==> config.mk <==
export PLATFORM = sky130hd
export DESIGN_NAME = ccm_top
export DESIGN_NICKNAME = d
export VERILOG_FILES = /design/src/rtl/ccm_pkg.sv /design/src/rtl/ccm_edge_if.sv /design/src/rtl/ccm_top.sv /design/src/rtl/ccm_edge_det.sv
export SDC_FILE = /design/constraint.sdc
export NUM_CORES = 1
export LEC_CHECK = 0
export BUFFER_PORTS_ARGS = -buffer_cell sky130_fd_sc_hd__clkbuf_2
export CAP_MARGIN = 20
export CORE_UTILIZATION = 25
export DETAILED_ROUTE_END_ITERATION = 12
export PLACE_DENSITY_LB_ADDON = 0.05
export SLEW_MARGIN = 10
export SYNTH_ARGS = -nofsm -noshare
export SYNTH_HDL_FRONTEND = slang
export SYNTH_SLANG_ARGS = --single-unit
==> constraint.sdc <==
create_clock -name clk_i -period 3.4 [get_ports clk_i]
set_input_delay 0.34 -clock clk_i [delete_from_list [all_inputs] [get_ports clk_i]]
set_output_delay 0.34 -clock clk_i [all_outputs]
set_load 0.03 [all_outputs]
==> src/rtl/ccm_pkg.sv <==
// shared constants of the capture/compare mode block
package ccm_pkg;

	// register byte offsets on the bus
	localparam logic [7:0] OFS_CTRL = 8'h00; // run, alignment, soft hall trigger
	localparam logic [7:0] OFS_SHADOW0 = 8'h14; // chan_shadow_value, channel 0; +4 per channel
	localparam logic [7:0] OFS_PERIOD = 8'h24; // main_period_value
	localparam logic [7:0] OFS_DEADTIME = 8'h2c; // dead-time reload value
	localparam logic [7:0] OFS_MAIN0 = 8'h34; // chan_main_value, channel 0; +4 per channel
	localparam logic [7:0] OFS_MODE_SEL = 8'h40; // channel_mode_select
	localparam logic [7:0] OFS_COUNT = 8'h78; // main_timer_count
	localparam logic [7:0] OFS_STATUS = 8'h80; // state bits and hall pattern
	localparam logic [7:0] OFS_CHAN_STEP = 8'h04; // spacing of per-channel registers

	// control register bits
	localparam int CTRL_RUN_BIT = 0;
	localparam int CTRL_CENTER_BIT = 1;
	localparam int CTRL_SOFT_HALL_BIT = 2;
	localparam int CTRL_DOWN_BIT = 3;

	// channel_mode_select fields
	localparam int CHAN0_MODE_LSB = 0;
	localparam int CHAN1_MODE_LSB = 4;
	localparam int CHAN2_MODE_LSB = 8;
	localparam int MODE_W = 4;
	localparam int HALL_SRC_LSB = 12;
	localparam int HALL_SRC_W = 3;
	localparam int DELAY_BYPASS_BIT = 15;

	// status register fields
	localparam int STAT_STATE_LSB = 0;
	localparam int STAT_HALL_LSB = 3;

	// reset values
	localparam logic [15:0] MODE_SEL_RST = 16'h0000;
	localparam logic [15:0] VALUE_RST = 16'h0000;
	localparam logic [5:0] DEADTIME_RST = 6'h00;

	// hall sampling point on the channel 0 dead-time counter
	localparam logic [5:0] HALL_SAMPLE_CNT = 6'h01;

	// channel modes
	localparam logic [3:0] MODE_OFF = 4'h0;
	localparam logic [3:0] MODE_CMP_PIN = 4'h1;
	localparam logic [3:0] MODE_CMP_COMP = 4'h2;
	localparam logic [3:0] MODE_CMP_BOTH = 4'h3;
	localparam logic [3:0] MODE_DBL_SPLIT = 4'h4;
	localparam logic [3:0] MODE_DBL_RISE = 4'h5;
	localparam logic [3:0] MODE_DBL_FALL = 4'h6;
	localparam logic [3:0] MODE_DBL_ANY = 4'h7;
	localparam logic [3:0] MODE_HALL = 4'h8;
	localparam logic [3:0] MODE_HYST = 4'h9;
	localparam logic [3:0] MODE_MI_RF = 4'ha;
	localparam logic [3:0] MODE_MI_FR = 4'hb;
	localparam logic [3:0] MODE_MI_RR = 4'hc;
	localparam logic [3:0] MODE_MI_FF = 4'hd;
	localparam logic [3:0] MODE_MI_ANY = 4'he;
	localparam logic [3:0] MODE_RSVD = 4'hf;

	// hall sampling sources
	localparam logic [2:0] HSRC_POS_EDGE = 3'h0;
	localparam logic [2:0] HSRC_SEC_CMP = 3'h1;
	localparam logic [2:0] HSRC_SEC_PER = 3'h2;
	localparam logic [2:0] HSRC_NONE = 3'h3;
	localparam logic [2:0] HSRC_PER_UP = 3'h4;
	localparam logic [2:0] HSRC_ONE_DOWN = 3'h5;
	localparam logic [2:0] HSRC_CMP0_UP = 3'h6;
	localparam logic [2:0] HSRC_UNDEF = 3'h7;

endpackage

==> src/rtl/ccm_edge_if.sv <==
`timescale 1ns/100ps
// levels and edge pulses of the channel pins and position inputs
interface ccm_edge_if #(parameter int N = 6);
	logic [N-1:0] raw; // inputs as they arrive
	logic [N-1:0] level; // sampled level
	logic [N-1:0] rise; // one-cycle rising edge pulse
	logic [N-1:0] fall; // one-cycle falling edge pulse
	modport det (input raw, output level, rise, fall);
	modport use_side (output raw, input level, rise, fall);
endinterface

==> src/rtl/ccm_top.sv <==
// The Wishbone slave port was left to the implementer.
`timescale 1ns/100ps
module ccm_top #(
	parameter int CW = 16, // timer and capture width
	parameter int DTW = 6 // dead-time counter width
) (
	// clock and reset
	input wire logic clk_i,
	input wire logic rst_i,
	// wishbone slave
	input wire logic wb_cyc_i,
	input wire logic wb_stb_i,
	input wire logic wb_we_i,
	input wire logic [7:0] wb_adr_i,
	input wire logic [3:0] wb_sel_i,
	input wire logic [31:0] wb_dat_i,
	output logic [31:0] wb_dat_o,
	output logic wb_ack_o,
	// channel pins
	input wire logic [2:0] chan_pin_i,
	output logic [2:0] chan_pin_o,
	output logic [2:0] chan_pin_oe_n_o,
	output logic [2:0] chan_complement_pin_o,
	output logic [2:0] chan_complement_pin_oe_n_o,
	// position inputs and second timer events
	input wire logic [2:0] position_input_i,
	input wire logic second_timer_cmp_i,
	input wire logic second_timer_per_i
);
	ccm_edge_if #(.N(6)) eif ();
	logic ack_ff; // bus answer
	logic [31:0] rdat_ff; // read data
	logic run_ff; // timer running
	logic center_ff; // center-aligned mode
	logic down_ff; // counting down
	logic soft_hall_ff; // one-cycle soft_hall_trigger pulse
	logic [CW-1:0] count_ff; // main_pwm_timer value
	logic [CW-1:0] period_ff; // main_period_value
	logic [DTW-1:0] dt_val_ff; // dead-time reload
	logic [15:0] mode_sel_ff; // channel_mode_select
	logic [CW-1:0] main_ff [3]; // chan_main_value
	logic [CW-1:0] shadow_ff [3]; // chan_shadow_value
	logic [2:0] state_ff; // chan_state_bit
	logic [2:0] state_prev_ff; // state bit last cycle
	logic [DTW-1:0] dtc_ff [3]; // dead-time counters, index 0 is deadtime_counter_zero
	logic hall_pend_ff; // hall sampling waits on counter 0
	logic [2:0] hall_pat_ff; // last sampled hall pattern
	logic [2:0] pin_o_ff, pin_oe_n_ff, comp_o_ff, comp_oe_n_ff; // pin drivers
	logic wr_en; // write strobe this cycle
	logic rd_en; // read strobe this cycle
	logic [3:0] mode [3]; // per-channel mode fields
	logic [2:0] hall_src; // hall sampling source
	logic bypass; // delay_bypass
	logic hall_all; // all three channels in hall mode
	logic per_match; // count at period
	logic hw_trig; // selected hardware hall trigger
	logic hall_trig; // any hall trigger
	logic hall_sample; // sample hall inputs now
	logic hall_valid; // sampled pattern changed
	logic [2:0] cmp_match; // count equals main value
	logic [CW-1:0] nxt_count; // next timer value

	// raw pins into the edge detector: channel pins low, position inputs high
	assign eif.raw = {position_input_i, chan_pin_i};
	ccm_edge_det #(.N(6)) u_edge (
		.clk_i(clk_i),
		.rst_i(rst_i),
		.e(eif)
	);

	// mode select fields
	assign mode[0] = mode_sel_ff[ccm_pkg::CHAN0_MODE_LSB +: ccm_pkg::MODE_W];
	assign mode[1] = mode_sel_ff[ccm_pkg::CHAN1_MODE_LSB +: ccm_pkg::MODE_W];
	assign mode[2] = mode_sel_ff[ccm_pkg::CHAN2_MODE_LSB +: ccm_pkg::MODE_W];
	assign hall_src = mode_sel_ff[ccm_pkg::HALL_SRC_LSB +: ccm_pkg::HALL_SRC_W];
	assign bypass = mode_sel_ff[ccm_pkg::DELAY_BYPASS_BIT];

	// bus strobes: one access per ack
	assign wr_en = wb_cyc_i & wb_stb_i & ~ack_ff & wb_we_i;
	assign rd_en = wb_cyc_i & wb_stb_i & ~ack_ff & ~wb_we_i;

	// byte-lane merge of a 16-bit register
	function automatic logic [15:0] merge16(input logic [15:0] old, input logic [31:0] d, input logic [3:0] sel);
		merge16 = old;
		if (sel[0])
			merge16[7:0] = d[7:0];
		if (sel[1])
			merge16[15:8] = d[15:8];
	endfunction

	// hall enable only when every channel is in hall mode
	assign hall_all = (mode[0] == ccm_pkg::MODE_HALL) && (mode[1] == ccm_pkg::MODE_HALL)
		&& (mode[2] == ccm_pkg::MODE_HALL);
	assign per_match = (count_ff == period_ff) && !down_ff;

	// hardware hall trigger source
	always_comb
	begin
		unique case (hall_src)
			ccm_pkg::HSRC_POS_EDGE: hw_trig = |(eif.rise[5:3] | eif.fall[5:3]);
			ccm_pkg::HSRC_SEC_CMP: hw_trig = second_timer_cmp_i;
			ccm_pkg::HSRC_SEC_PER: hw_trig = second_timer_per_i;
			ccm_pkg::HSRC_PER_UP: hw_trig = per_match;
			ccm_pkg::HSRC_ONE_DOWN: hw_trig = down_ff && (count_ff == CW'(1));
			ccm_pkg::HSRC_CMP0_UP: hw_trig = cmp_match[0] && !down_ff;
			ccm_pkg::HSRC_NONE, ccm_pkg::HSRC_UNDEF: hw_trig = 1'b0;
		endcase
	end

	// software trigger joins any source
	assign hall_trig = hall_all && (hw_trig || soft_hall_ff);
	// sample at once on bypass, else when counter 0 reaches one
	assign hall_sample = hall_all && ((hall_trig && bypass)
		|| (hall_pend_ff && dtc_ff[0] == DTW'(ccm_pkg::HALL_SAMPLE_CNT)));
	assign hall_valid = hall_sample && (eif.level[5:3] != hall_pat_ff);

	// hall pending flag and pattern store
	always_ff @(posedge clk_i)
	begin
		if (rst_i)
		begin
			hall_pend_ff <= 1'b0;
			hall_pat_ff <= 3'h0;
		end
		else
		begin
			if (hall_sample)
				hall_pend_ff <= 1'b0;
			else if (hall_trig && !bypass)
				hall_pend_ff <= 1'b1;
			if (hall_sample)
				hall_pat_ff <= eif.level[5:3];
		end
	end

	// next timer value
	always_comb
	begin
		nxt_count = count_ff;
		if (hall_valid)
			nxt_count = '0;
		else if (wr_en && wb_adr_i == ccm_pkg::OFS_COUNT && !run_ff)
			nxt_count = merge16(count_ff, wb_dat_i, wb_sel_i);
		else if (run_ff)
		begin
			if (!center_ff)
				nxt_count = per_match ? '0 : CW'(count_ff + 1'b1);
			else if (down_ff)
				nxt_count = CW'(count_ff - 1'b1);
			else if (!per_match)
				nxt_count = CW'(count_ff + 1'b1);
		end
	end

	// timer counter and direction
	always_ff @(posedge clk_i)
	begin
		if (rst_i)
		begin
			count_ff <= ccm_pkg::VALUE_RST;
			down_ff <= 1'b0;
		end
		else
		begin
			count_ff <= nxt_count;
			if (!center_ff || hall_valid)
				down_ff <= 1'b0;
			else if (run_ff && per_match)
				down_ff <= 1'b1;
			else if (run_ff && down_ff && count_ff == CW'(1))
				down_ff <= 1'b0;
		end
	end

	// control, period, dead-time and mode registers
	always_ff @(posedge clk_i)
	begin
		if (rst_i)
		begin
			run_ff <= 1'b0;
			center_ff <= 1'b0;
			soft_hall_ff <= 1'b0;
			period_ff <= ccm_pkg::VALUE_RST;
			dt_val_ff <= ccm_pkg::DEADTIME_RST;
			mode_sel_ff <= ccm_pkg::MODE_SEL_RST;
		end
		else
		begin
			soft_hall_ff <= wr_en && wb_adr_i == ccm_pkg::OFS_CTRL && wb_sel_i[0]
				&& wb_dat_i[ccm_pkg::CTRL_SOFT_HALL_BIT];
			if (wr_en && wb_adr_i == ccm_pkg::OFS_CTRL && wb_sel_i[0])
			begin
				run_ff <= wb_dat_i[ccm_pkg::CTRL_RUN_BIT];
				center_ff <= wb_dat_i[ccm_pkg::CTRL_CENTER_BIT];
			end
			if (wr_en && wb_adr_i == ccm_pkg::OFS_PERIOD)
				period_ff <= merge16(period_ff, wb_dat_i, wb_sel_i);
			if (wr_en && wb_adr_i == ccm_pkg::OFS_DEADTIME && wb_sel_i[0])
				dt_val_ff <= wb_dat_i[DTW-1:0];
			if (wr_en && wb_adr_i == ccm_pkg::OFS_MODE_SEL)
				mode_sel_ff <= merge16(mode_sel_ff, wb_dat_i, wb_sel_i);
		end
	end

	// per-channel capture, compare, dead time and pins
	for (genvar n = 0; n < 3; n++)
	begin : g_chan
		logic p_r, p_f, q_r, q_f, p_any, q_any; // pin and position edges
		logic is_cmp; // channel runs a compare mode
		logic drv_pin, drv_comp; // pin routing
		logic sh_wr; // software write to shadow
		assign p_r = eif.rise[n];
		assign p_f = eif.fall[n];
		assign q_r = eif.rise[n+3];
		assign q_f = eif.fall[n+3];
		assign p_any = p_r | p_f;
		assign q_any = q_r | q_f;
		assign cmp_match[n] = (count_ff == main_ff[n]);
		assign sh_wr = wr_en && wb_adr_i == 8'(ccm_pkg::OFS_SHADOW0 + ccm_pkg::OFS_CHAN_STEP * n);
		assign drv_pin = mode[n] == ccm_pkg::MODE_CMP_PIN || mode[n] == ccm_pkg::MODE_CMP_BOTH
			|| mode[n] == ccm_pkg::MODE_HYST || (mode[n] == ccm_pkg::MODE_HALL && n != 0);
		assign drv_comp = mode[n] == ccm_pkg::MODE_CMP_COMP || mode[n] == ccm_pkg::MODE_CMP_BOTH;
		assign is_cmp = drv_pin || drv_comp;

		// capture into main and shadow; hardware wins over a bus write
		always_ff @(posedge clk_i)
		begin
			if (rst_i)
			begin
				main_ff[n] <= ccm_pkg::VALUE_RST;
				shadow_ff[n] <= ccm_pkg::VALUE_RST;
			end
			else
			begin
				if (sh_wr)
					shadow_ff[n] <= merge16(shadow_ff[n], wb_dat_i, wb_sel_i);
				if (is_cmp && (per_match || !run_ff))
					main_ff[n] <= shadow_ff[n];
				unique case (mode[n])
					ccm_pkg::MODE_DBL_SPLIT:
					begin
						if (p_r)
							main_ff[n] <= count_ff;
						if (p_f)
							shadow_ff[n] <= count_ff;
					end
					ccm_pkg::MODE_DBL_RISE, ccm_pkg::MODE_DBL_FALL, ccm_pkg::MODE_DBL_ANY:
						if ((mode[n] == ccm_pkg::MODE_DBL_RISE && p_r) || (mode[n] == ccm_pkg::MODE_DBL_FALL && p_f)
							|| (mode[n] == ccm_pkg::MODE_DBL_ANY && p_any))
						begin
							main_ff[n] <= shadow_ff[n];
							shadow_ff[n] <= count_ff;
						end
					ccm_pkg::MODE_HALL:
						if (n == 0 && hall_valid)
							main_ff[n] <= count_ff;
					ccm_pkg::MODE_MI_RF, ccm_pkg::MODE_MI_FR:
					begin
						if (mode[n] == ccm_pkg::MODE_MI_RF ? p_r : p_f)
							main_ff[n] <= count_ff;
						if (mode[n] == ccm_pkg::MODE_MI_RF ? q_f : q_r)
							shadow_ff[n] <= count_ff;
					end
					ccm_pkg::MODE_MI_RR, ccm_pkg::MODE_MI_FF, ccm_pkg::MODE_MI_ANY:
					begin
						if ((mode[n] == ccm_pkg::MODE_MI_RR && p_r) || (mode[n] == ccm_pkg::MODE_MI_FF && p_f)
							|| (mode[n] == ccm_pkg::MODE_MI_ANY && p_any))
							main_ff[n] <= count_ff;
						if ((mode[n] == ccm_pkg::MODE_MI_RR && q_r) || (mode[n] == ccm_pkg::MODE_MI_FF && q_f)
							|| (mode[n] == ccm_pkg::MODE_MI_ANY && q_any))
							shadow_ff[n] <= count_ff;
					end
					ccm_pkg::MODE_OFF, ccm_pkg::MODE_CMP_PIN, ccm_pkg::MODE_CMP_COMP, ccm_pkg::MODE_CMP_BOTH,
					ccm_pkg::MODE_HYST, ccm_pkg::MODE_RSVD: ;
				endcase
			end
		end

		// compare state bit
		always_ff @(posedge clk_i)
		begin
			if (rst_i)
				state_ff[n] <= 1'b0;
			else if (!is_cmp)
				state_ff[n] <= 1'b0;
			else if (mode[n] == ccm_pkg::MODE_HYST && q_f)
				state_ff[n] <= 1'b0;
			else if (run_ff && cmp_match[n] && !down_ff)
				state_ff[n] <= (mode[n] != ccm_pkg::MODE_HYST) || eif.level[n+3];
			else if (mode[n] != ccm_pkg::MODE_HYST && run_ff && (cmp_match[n] && down_ff || per_match && !center_ff))
				state_ff[n] <= 1'b0;
		end

		// dead-time counter; reload only while at zero
		always_ff @(posedge clk_i)
		begin
			if (rst_i)
				dtc_ff[n] <= '0;
			else if (dtc_ff[n] == '0 && ((state_ff[n] != state_prev_ff[n])
				|| (n == 0 && hall_trig && !bypass)))
				dtc_ff[n] <= dt_val_ff;
			else if (dtc_ff[n] != '0)
				dtc_ff[n] <= DTW'(dtc_ff[n] - 1'b1);
		end

		// pin drivers; passive at once, active after dead time
		always_ff @(posedge clk_i)
		begin
			if (rst_i)
			begin
				state_prev_ff[n] <= 1'b0;
				pin_o_ff[n] <= 1'b0;
				comp_o_ff[n] <= 1'b0;
				pin_oe_n_ff[n] <= 1'b1;
				comp_oe_n_ff[n] <= 1'b1;
			end
			else
			begin
				state_prev_ff[n] <= state_ff[n];
				pin_o_ff[n] <= state_ff[n] && state_prev_ff[n] && dtc_ff[n] == '0;
				comp_o_ff[n] <= !state_ff[n] && !state_prev_ff[n] && dtc_ff[n] == '0;
				pin_oe_n_ff[n] <= !drv_pin;
				comp_oe_n_ff[n] <= !drv_comp;
			end
		end
	end

	// bus answer and read mux
	always_ff @(posedge clk_i)
	begin
		if (rst_i)
		begin
			ack_ff <= 1'b0;
			rdat_ff <= 32'h0;
		end
		else
		begin
			ack_ff <= wb_cyc_i & wb_stb_i & ~ack_ff;
			if (rd_en)
			begin
				rdat_ff <= 32'h0;
				unique case (wb_adr_i)
					ccm_pkg::OFS_CTRL: rdat_ff[3:0] <= {down_ff, 1'b0, center_ff, run_ff};
					ccm_pkg::OFS_PERIOD: rdat_ff[CW-1:0] <= period_ff;
					ccm_pkg::OFS_DEADTIME: rdat_ff[DTW-1:0] <= dt_val_ff;
					ccm_pkg::OFS_MODE_SEL: rdat_ff[15:0] <= mode_sel_ff;
					ccm_pkg::OFS_COUNT: rdat_ff[CW-1:0] <= count_ff;
					ccm_pkg::OFS_STATUS: rdat_ff[5:0] <= {hall_pat_ff, state_ff};
					ccm_pkg::OFS_SHADOW0: rdat_ff[CW-1:0] <= shadow_ff[0];
					8'(ccm_pkg::OFS_SHADOW0 + ccm_pkg::OFS_CHAN_STEP): rdat_ff[CW-1:0] <= shadow_ff[1];
					8'(ccm_pkg::OFS_SHADOW0 + ccm_pkg::OFS_CHAN_STEP * 2): rdat_ff[CW-1:0] <= shadow_ff[2];
					ccm_pkg::OFS_MAIN0: rdat_ff[CW-1:0] <= main_ff[0];
					8'(ccm_pkg::OFS_MAIN0 + ccm_pkg::OFS_CHAN_STEP): rdat_ff[CW-1:0] <= main_ff[1];
					8'(ccm_pkg::OFS_MAIN0 + ccm_pkg::OFS_CHAN_STEP * 2): rdat_ff[CW-1:0] <= main_ff[2];
					default: rdat_ff <= 32'h0;
				endcase
			end
		end
	end

	// outputs straight from flip-flops
	assign wb_ack_o = ack_ff;
	assign wb_dat_o = rdat_ff;
	assign chan_pin_o = pin_o_ff;
	assign chan_pin_oe_n_o = pin_oe_n_ff;
	assign chan_complement_pin_o = comp_o_ff;
	assign chan_complement_pin_oe_n_o = comp_oe_n_ff;
endmodule

==> src/rtl/ccm_edge_det.sv <==
`timescale 1ns/100ps
// edge detector: current sample against the previous cycle's sample
module ccm_edge_det #(
	parameter int N = 6
) (
	// clock and reset
	input wire logic clk_i,
	input wire logic rst_i,
	// inputs and edges
	ccm_edge_if.det e
);
	logic [N-1:0] cur_ff; // this cycle's sample
	logic [N-1:0] prev_ff; // last cycle's sample

	// sample and delay one cycle
	always_ff @(posedge clk_i)
	begin
		if (rst_i)
		begin
			cur_ff <= '0;
			prev_ff <= '0;
		end
		else
		begin
			cur_ff <= e.raw;
			prev_ff <= cur_ff;
		end
	end

	// one generate loop over every input bit
	for (genvar i = 0; i < N; i++)
	begin : g_bit
		assign e.rise[i] = cur_ff[i] & ~prev_ff[i];
		assign e.fall[i] = ~cur_ff[i] & prev_ff[i];
	end
	assign e.level = cur_ff;
endmodule

Word level (Yosys, flattened, before mapping)
Memories as Yosys holds them, arrays and structs flattened.
Index checks and enable logic that the tools add are counted.
W data, S select, Z words.
- bits in registers: 109
- RAM bits: 114
- input port bits: 57
- output and inout bits: 45
- logic and storage cells: 591
- memories: 3
- memory list (memory ; words ; bits a word ; rd ports ; clocked after memory_dff ; write ports ; line ; RTL):
    main_ff ; 3 ; 16 ; 3 ; 0 ; 3 ; ccm_top.sv:41 ; logic [CW-1:0] main_ff [3];
    shadow_ff ; 3 ; 16 ; 3 ; 0 ; 3 ; ccm_top.sv:42 ; logic [CW-1:0] shadow_ff [3];
    dtc_ff ; 3 ; 6 ; 3 ; 0 ; 3 ; ccm_top.sv:45 ; logic [DTW-1:0] dtc_ff [3];
- add/subtract/negate cells: 5
- equal/unequal tests: 76
- muxes and demuxes: 210
- bitwise gates (word level): 77
- reductions and logical operators: 185
- operators with widths (kind ; count):
    $mux W16 ; 37
    $mux W8 ; 20
    $mux W1 ; 143
    $logic_and A1 B1 Y1 ; 90
    $pmux W10 S9 ; 1
    $eq A4 B4 Y1 const B ; 21
    $eq A16 B16 Y1 ; 4
    $eq A4 B3 Y1 const B ; 12
    $pmux W4 S12 ; 1
    $logic_or A1 B1 Y1 ; 43
    $or A1 B1 Y1 ; 43
    $eq A8 B6 Y1 const B ; 5
    $mux W6 ; 6
    $reduce_or A3 Y1 ; 10
    $eq A4 B2 Y1 const B ; 6
    $eq A8 B5 Y1 const B ; 3
    $pmux W2 S11 ; 1
    $logic_not A6 Y1 ; 3
    $reduce_bool A6 Y1 ; 3
    $sub A6 B1 Y6 const B ; 3
    $not A1 Y1 ; 17
    $add A16 B1 Y16 const B ; 1
    $and A1 B1 Y1 ; 16
    $eq A16 B1 Y1 const B ; 1
    other kinds (22) ; 63

Depth between registers and ports, before layout
Gate-level depths: netlist (run 1).
- depth after elaboration: 18
- mapped depth: 11
- depth with buffers taken out: 9

By module
Synthesis (run 1) repeated with hierarchy kept, for this count alone.
- cell total of the unflattened synthesis: 1343
- area total of the unflattened synthesis: 12833.6 um2
- modules (own cells, without submodules) (module ; times used ; cells an instance ; area each (um2) ; sequential area each (um2)):
    ccm_top ; 1 ; 1306 ; 12391.9 ; 5365.1
    ccm_edge_det ; 1 ; 37 ; 441.7 ; 240.2

Least setup slack after synthesis (run 1)
No wires, ideal clock.
- kind: reg-to-reg
- start: register count_ff[1]
- end: memory main_ff[0][0], enable pin
- setup time: 454 ps
- arrival time: 2316 ps
- slack: 630 ps
- stages on the path, launching flop included: 11
- path buffers: 2
- clock period less this slack: 2770 ps
- cell sequence: dfxtp_1 -> clkbuf_1 -> inv_1 -> ha_1 -> nand4_1 -> nor4b_2 -> nor2_1 -> a31oi_4 -> nand2_4 -> buf_6 -> nand4b_1
- RTL lines (element ; line ; RTL):
    start: declaration ; ccm_top.sv:37 ; logic [CW-1:0] count_ff;
    start signal: assignment ; ccm_top.sv:160 ; count_ff <= ccm_pkg::VALUE_RST;
    start signal: assignment ; ccm_top.sv:165 ; count_ff <= nxt_count;
    end: declaration ; ccm_top.sv:41 ;

==> impl_metrics.tcl, run 1 <==
set metrics [dict create \
    status "finished, final reports clean" \
    numCtsBuffers 34 \
    setup-violations-final 0 \
    rsz0062_at_grt "false" \
    area_growth_pct 18.2 \
    grt_pass1_vias 11000 \
    wl_per_cell_um 25.2 \
    clock_power_share 0.449 \
    cpPeakStageDelay_ps 720 \
    ys_types 80 \
    hold_viol 0 \
    grt_overflow_total 0 \
    cts_root_buffer "clkbuf_16" \
    drv_cap 0 \
    die_area_sq_um 54000 \
    vias_per_cell 5.09 \
    syn_inst 1446 \
    dieHeight_um 232 \
    critical_path_arrival_ps 3200 \
    port_buffers 67 \
    async_reset_ff_frac 0 \
    worstSetupPathType "reg2reg" \
    place_congestion 0.843 \
    crit_buf_inv 3 \
    yosys-top-cells-count "nand2_1, nor2_1, edfxtp_1" \
    power_density_nw_per_um2 474 \
    totalWireLength_mm 56.4 \
    internal_power_mw 5.35 \
    combinationalPowerShare 0.128 \
    fin_crit_ps 2900 \
    nNetsFinal 1605 \
    synth.top_cell.area_share 0.258 \
    seqPwrFrac 0.423 \
    min_path_type "in2reg" \
    relSlewSlack 0.319 \
    grt_usage 0.209 \
    fp.dieW_um 232 \
    initial_core_util 0.253 \
    worstMarginPinSlew_ps 1020 \
    antenna_found_initial 0 \
    htree_levels 2 \
    fin_ws_ps 497 \
    ioPinCount 102 \
    synth_most_common_cell "nand2_1" \
    final.setup.tns_ps 0 \
    first_pass_iters 7 \
    cp_common_cell "buf_4" \
    yosys_warnings 0 \
    drt_iter0_drc 959 \
    cts_buffer_depth 3 \
    clock_sinks 223 \
    leakagePower_nw 5.49 \
    vdd_ir_drop_max_mv 0.309 \
    layout-drive-gt1-share 0.159 \
    post_cts_resize_count 0 \
    drtAntennaViolNets 0 \
    period_share 0.854 \
    clk-insertion-delay-late_ps 560 \
    fmax_mhz 344 \
    rows 84 \
    synthFlopType "edfxtp_1" \
    post_cts_buffers 0 \
    ctsHoldBuffers 3 \
    cp_slowest_cell "dfxtp_1" \
    path_clk_slew_ps 50 \
    synth-edff-count 114 \
    synth_top_area_cell "edfxtp_1" \
    netlist_area_sq_um 13300 \
    cp-end-kind "flop" \
    antennaDiodeCount 0 \
    post-place-ws_ps 437 \
    core_area_sq_um 52600 \
    num_vias 11400 \
    grt_pass1_wl_mm 80.4 \
    p_sw_frac 0.280 \
    hold_ws_ps 18.1 \
    post-route-drc-count 0 \
    crit_fanout 10 \
    crit_path_start_kind "flop" \
    num-fill-cells 5611 \
    crit_chain "xnor2_1 > nand4_1 > nor4_2 > buf_4 > a31oi_1 > a31oi_1 > buf_4 > or2_2 > buf_4 > a32o_1" \
    ys_ff_latch 223 \
    postSynthAreaPerCell_sq_um 9.18 \
    clock_skew_ps 31.1 \
    slew_violations 0 \
    crit_family "compound AO/OA/AOI/OAI gates" \
    ys_seq_area_frac 0.422 \
    grt_max_degree 53 \
    cts_tree "done" \
    synth_area_leaders "edfxtp_1, dfxtp_1, mux2i_1, nand2_1, xnor2_1" \
    dp_hpwl_mm 41.3 \
    switchingPower_mw 2.08 \
    required_ps 3700 \
]
## kinds of logic (layout without fill, tap and decap cells)
| family | after synthesis | after routing | synth area share |
|---|---|---|---|
| AND/OR/NAND/NOR | 474 | 474 | 0.177 |
| XOR/XNOR | 82 | 82 | 0.0547 |
| flip-flops | 223 | 223 | 0.422 |
| adder cells (fa/ha/maj) | 28 | 28 | 0.0264 |
| AO/OA/AOI/OAI | 348 | 348 | 0.181 |
| other | 1 | 16 | 0.000283 |
| buffers and inverters | 191 | 276 | 0.0636 |
| multiplexers | 99 | 99 | 0.0749 |
## metrics by stage
| step | utilization | power [mW] | cells | instance area [sq um] |
|---|---|---|---|---|
| 2_1_floorplan | - | 3.82 | 1461 | 13300 |
| 3_3_place_gp | 0.278 | 4.16 | 2168 | 14600 |
| 3_5_place_dp | 0.278 | 4.16 | 2168 | 14600 |
| 4_1_cts | 0.298 | 7.55 | 2233 | 15700 |
| 5_1_grt | 0.298 | 7.76 | 2234 | 15700 |
| 6_report | 0.298 | 7.43 | 2234 | 15700 |
## worst register-to-register path: stages (launching register included)
cell,delay (ps)
dfxtp_1,720
xnor2_1,210
nand4_1,150
nor4_2,60
buf_4,160
a31oi_1,360
a31oi_1,140
buf_4,180
or2_2,280
buf_4,160
a32o_1,250
## final cells by class
type / instances / area (sq um) / area share
Inverter: 58 / 218 / 0.0139
Sequential cell: 223 / 5610 / 0.357
Clock inverter: 10 / 68.8 / 0.00439
Timing Repair Buffer: 156 / 1070 / 0.0683
Clock buffer: 52 / 968 / 0.0617
Tap cell: 688 / 861 / 0.0549
Multi-Input combinational cell: 1047 / 6890 / 0.439
## routing by layer
layer,wire length (um),up-vias,track usage
li1,-,5387,-
met2,26900,273,0.348
met4,1180,0,0.0537
met5,0,-,0
met3,2100,67,0.0248
met1,26200,5653,0.283
## flip-flops by register name, summed over array words and instances (netlist names), 3 cells and up
signal and flops:
mode_sel_ff 16, main_ff 48, hall_pat_ff 3, state_ff 3, chan_complement_pin_o 3, period_ff 16
u_edge.e.level 6, u_edge.prev_ff 6, state_prev_ff 3, dtc_ff 18, chan_pin_oe_n_o 3, count_ff 16
chan_pin_o 3, shadow_ff 48, chan_complement_pin_oe_n_o 3, dt_val_ff 6, wb_dat_o 16
## power by group through the flow
stage          combinational (mW)  clock [mW]  sequential [mW]
3_3_place_gp                0.960           0             3.20
6_report                    0.953        3.33             3.14
4_1_cts                     0.969        3.43             3.14
2_1_floorplan               0.619           0             3.20
5_1_grt                      1.06        3.54             3.16
3_5_place_dp                0.957           0             3.20
## final timing paths
path,from,endpoint,slack [ps],cells after the start
max,count_ff[13],dtc_ff[0][4],500,10
min,chan_pin_i[1],u_edge.e.level[1],20,2
max reg2reg,count_ff[13],dtc_ff[0][4],500,10
min reg2reg,u_edge.e.level[2],u_edge.prev_ff[2],460,2
## placed cells by master, fill, tap and decap left out, types with 11 or more instances in the layout
cell type,instances
a21oi_1,64
conb_1,16
mux2i_1,96
clkbuf_16,34
clkbuf_1,13
nand3_1,30
edfxtp_1,114
buf_4,82
a22o_1,16
ha_1,28
a31oi_1,38
and3_1,13
a22oi_1,27
dfxtp_1,109
clkbuf_2,66
nor3_1,18
nand2_1,170
nor2_1,121
a221oi_1,20
inv_1,58
nor2b_1,16
o22ai_1,11
xnor2_1,71
and2_1,11
nand4_1,19
o21ai_0,84
No activity file was read; power rests on OpenSTA's default activity.
==> run 2: changes to the inputs <==
CORE_MARGIN = 4   (was default)
MAX_ROUTING_LAYER = met4   (was default)
RECOVER_POWER = 50   (was default)
==> impl_metrics.tcl, run 2 (synthesis gave the netlist of run 1 again) <==
set metrics [dict create \
    antenna_found_initial 0 \
    finalNonFillerCells 2240 \
    grt_overflow_total 0 \
    required_ps 3600 \
    critical_path_arrival_ps 3220 \
    dieHeight_um 238 \
    vias_per_cell 5.10 \
    seqPwrFrac 0.438 \
    layout-drive-gt1-share 0.130 \
    dp_hpwl_mm 42.0 \
    num_vias 11400 \
    numCtsBuffers 31 \
    htree_levels 1 \
    clock_sinks 223 \
    cts_tree "done" \
    post-route-util 0.297 \
    placedCellCount 2173 \
    hold_ws_ps 155 \
    fp.dieW_um 238 \
    drv_cap 1 \
    vdd_ir_drop_max_mv 0.367 \
    combinationalPowerShare 0.133 \
    wl_per_cell_um 25.3 \
    die_area_sq_um 56800 \
    cp-end-kind "flop" \
    final.setup.tns_ps 0 \
    fin_area_sq_um 15600 \
    setup-violations-final 0 \
    reg2reg_to "shadow_ff[0][9]" \
    r2r.worst_path.cells 9 \
    grt_pass1_vias 11100 \
    crit_fanout 8 \
    post_cts_resize_count 0 \
    slew_violations 32 \
    grt_pass1_wl_mm 81.4 \
    switchingPower_mw 2.03 \
    rsz0062_at_grt "false" \
    first_pass_iters 5 \
    port_buffers 67 \
    crit_path_start "u_edge.e.level[3]" \
    num-fill-cells 5615 \
    top_regs "main_ff x48, shadow_ff x48, dtc_ff x18" \
    p_sw_frac 0.283 \
    place_congestion 0.850 \
    min_path_type "in2reg" \
    grt_max_degree 50 \
    hold_start "wb_dat_i[6]" \
    initial_core_util 0.253 \
    worstMarginPinSlew_ps 1570 \
    cts_root_buffer "clkbuf_16" \
    worstSetupPathType "reg2reg" \
    core_area_sq_um 52600 \
    status "finished with violations" \
    nNetsFinal 1610 \
    grt_usage 0.199 \
    reg2reg_from "u_edge.e.level[3]" \
    relSlewSlack -0.0488 \
    crit_end "shadow_ff[0][9]" \
    rows 84 \
    drtAntennaViolNets 0 \
    internal_power_mw 5.14 \
    clock_skew_ps 17.9 \
    leakagePower_nw 5.36 \
    final_common_cell "nand2_1" \
    totalWireLength_mm 56.6 \
    post-route-drc-count 0 \
    hold_viol 0 \
    period_share 0.886 \
    path_clk_slew_ps 60 \
    placedInstanceArea_sq_um 14700 \
    ioPinCount 102 \
    power_density_nw_per_um2 460 \
    violations "max-capacitance violations, max-slew violations" \
    drt_iter0_drc 866 \
    area_growth_pct 17.5 \
    fmax_mhz 332 \
    clk-insertion-delay-late_ps 590 \
    clock_power_share 0.429 \
    fin_crit_ps 3010 \
    rrSetupSlack_ps 390 \
    crit_path_start_kind "flop" \
    cts_buffer_depth 3 \
    layout_common_cells "nand2_1, nor2_1, edfxtp_1" \
]
-- run 2: changes by cell type in the layout (fill, tap and decap cells not counted), sizes merged --
cell and delta:
clkinv +9, clkbuf +3, buf -10, diode +2
inv -1, dlygate4sd3 +3
-- run 2: timing repair --
item	in CTS	in global routing
setup buffers	0	0
endpoints found under the hold margin	6	0
hold buffers	6	0
-- run 2: layout make-up --
type / instances / area (sq um) / area share
Inverter: 58 / 218 / 0.0140
Timing Repair Buffer: 164 / 1080 / 0.0696
Antenna cell: 2 / 5.00 / 0.000321
Sequential cell: 223 / 5610 / 0.360
Clock buffer: 40 / 861 / 0.0552
Clock inverter: 18 / 82.6 / 0.00530
Multi-Input combinational cell: 1047 / 6870 / 0.441
Tap cell: 688 / 861 / 0.0552
-- run 2: metrics by stage --
step,worst slack [ps],total power [mW]
3_3_place_gp,478,4.16
5_1_grt,172,7.52
2_1_floorplan,630,3.82
6_report,388,7.17
3_5_place_dp,443,4.16
4_1_cts,434,7.30
-- run 2: routing by layer --
layer,vias up,part of all wire,track usage
li1,5397,-,-
met1,5667,0.47,0.271
met2,289,0.48,0.329
met3,60,0.036,0.0175
met4,0,0.016,0.0364
met5,-,0,-
-- run 2: power groups by stage --
stage	combinational [mW]	sequential [mW]	clock [mW]
2_1_floorplan	0.619	3.20	0
3_3_place_gp	0.958	3.20	0
3_5_place_dp	0.958	3.20	0
4_1_cts	0.974	3.14	3.18
5_1_grt	1.06	3.16	3.30
6_report	0.955	3.14	3.08
-- run 2: how the worst min path moves through the flow --
stage                                   end  slack [ps]  cells past startpoint
after floorplan           u_edge.prev_ff[0]         430                      2
after global placement          wb_dat_o[3]         440                      1
after detailed placement        wb_dat_o[3]         440                      1
after CTS                 u_edge.prev_ff[4]          30                      2
after global routing         mode_sel_ff[7]         150                      3
final                        mode_sel_ff[6]         150                      3
-- run 2: critical path: stages, from the launching register on --
cell and delay [ps]:
dfxtp_1 430, inv_1 90, ha_1 380, nand2_1 90, o21ai_0 80, o221ai_1 180, nand3_1 90, a21oi_1 450
a311o_1 190, clkbuf_1 630
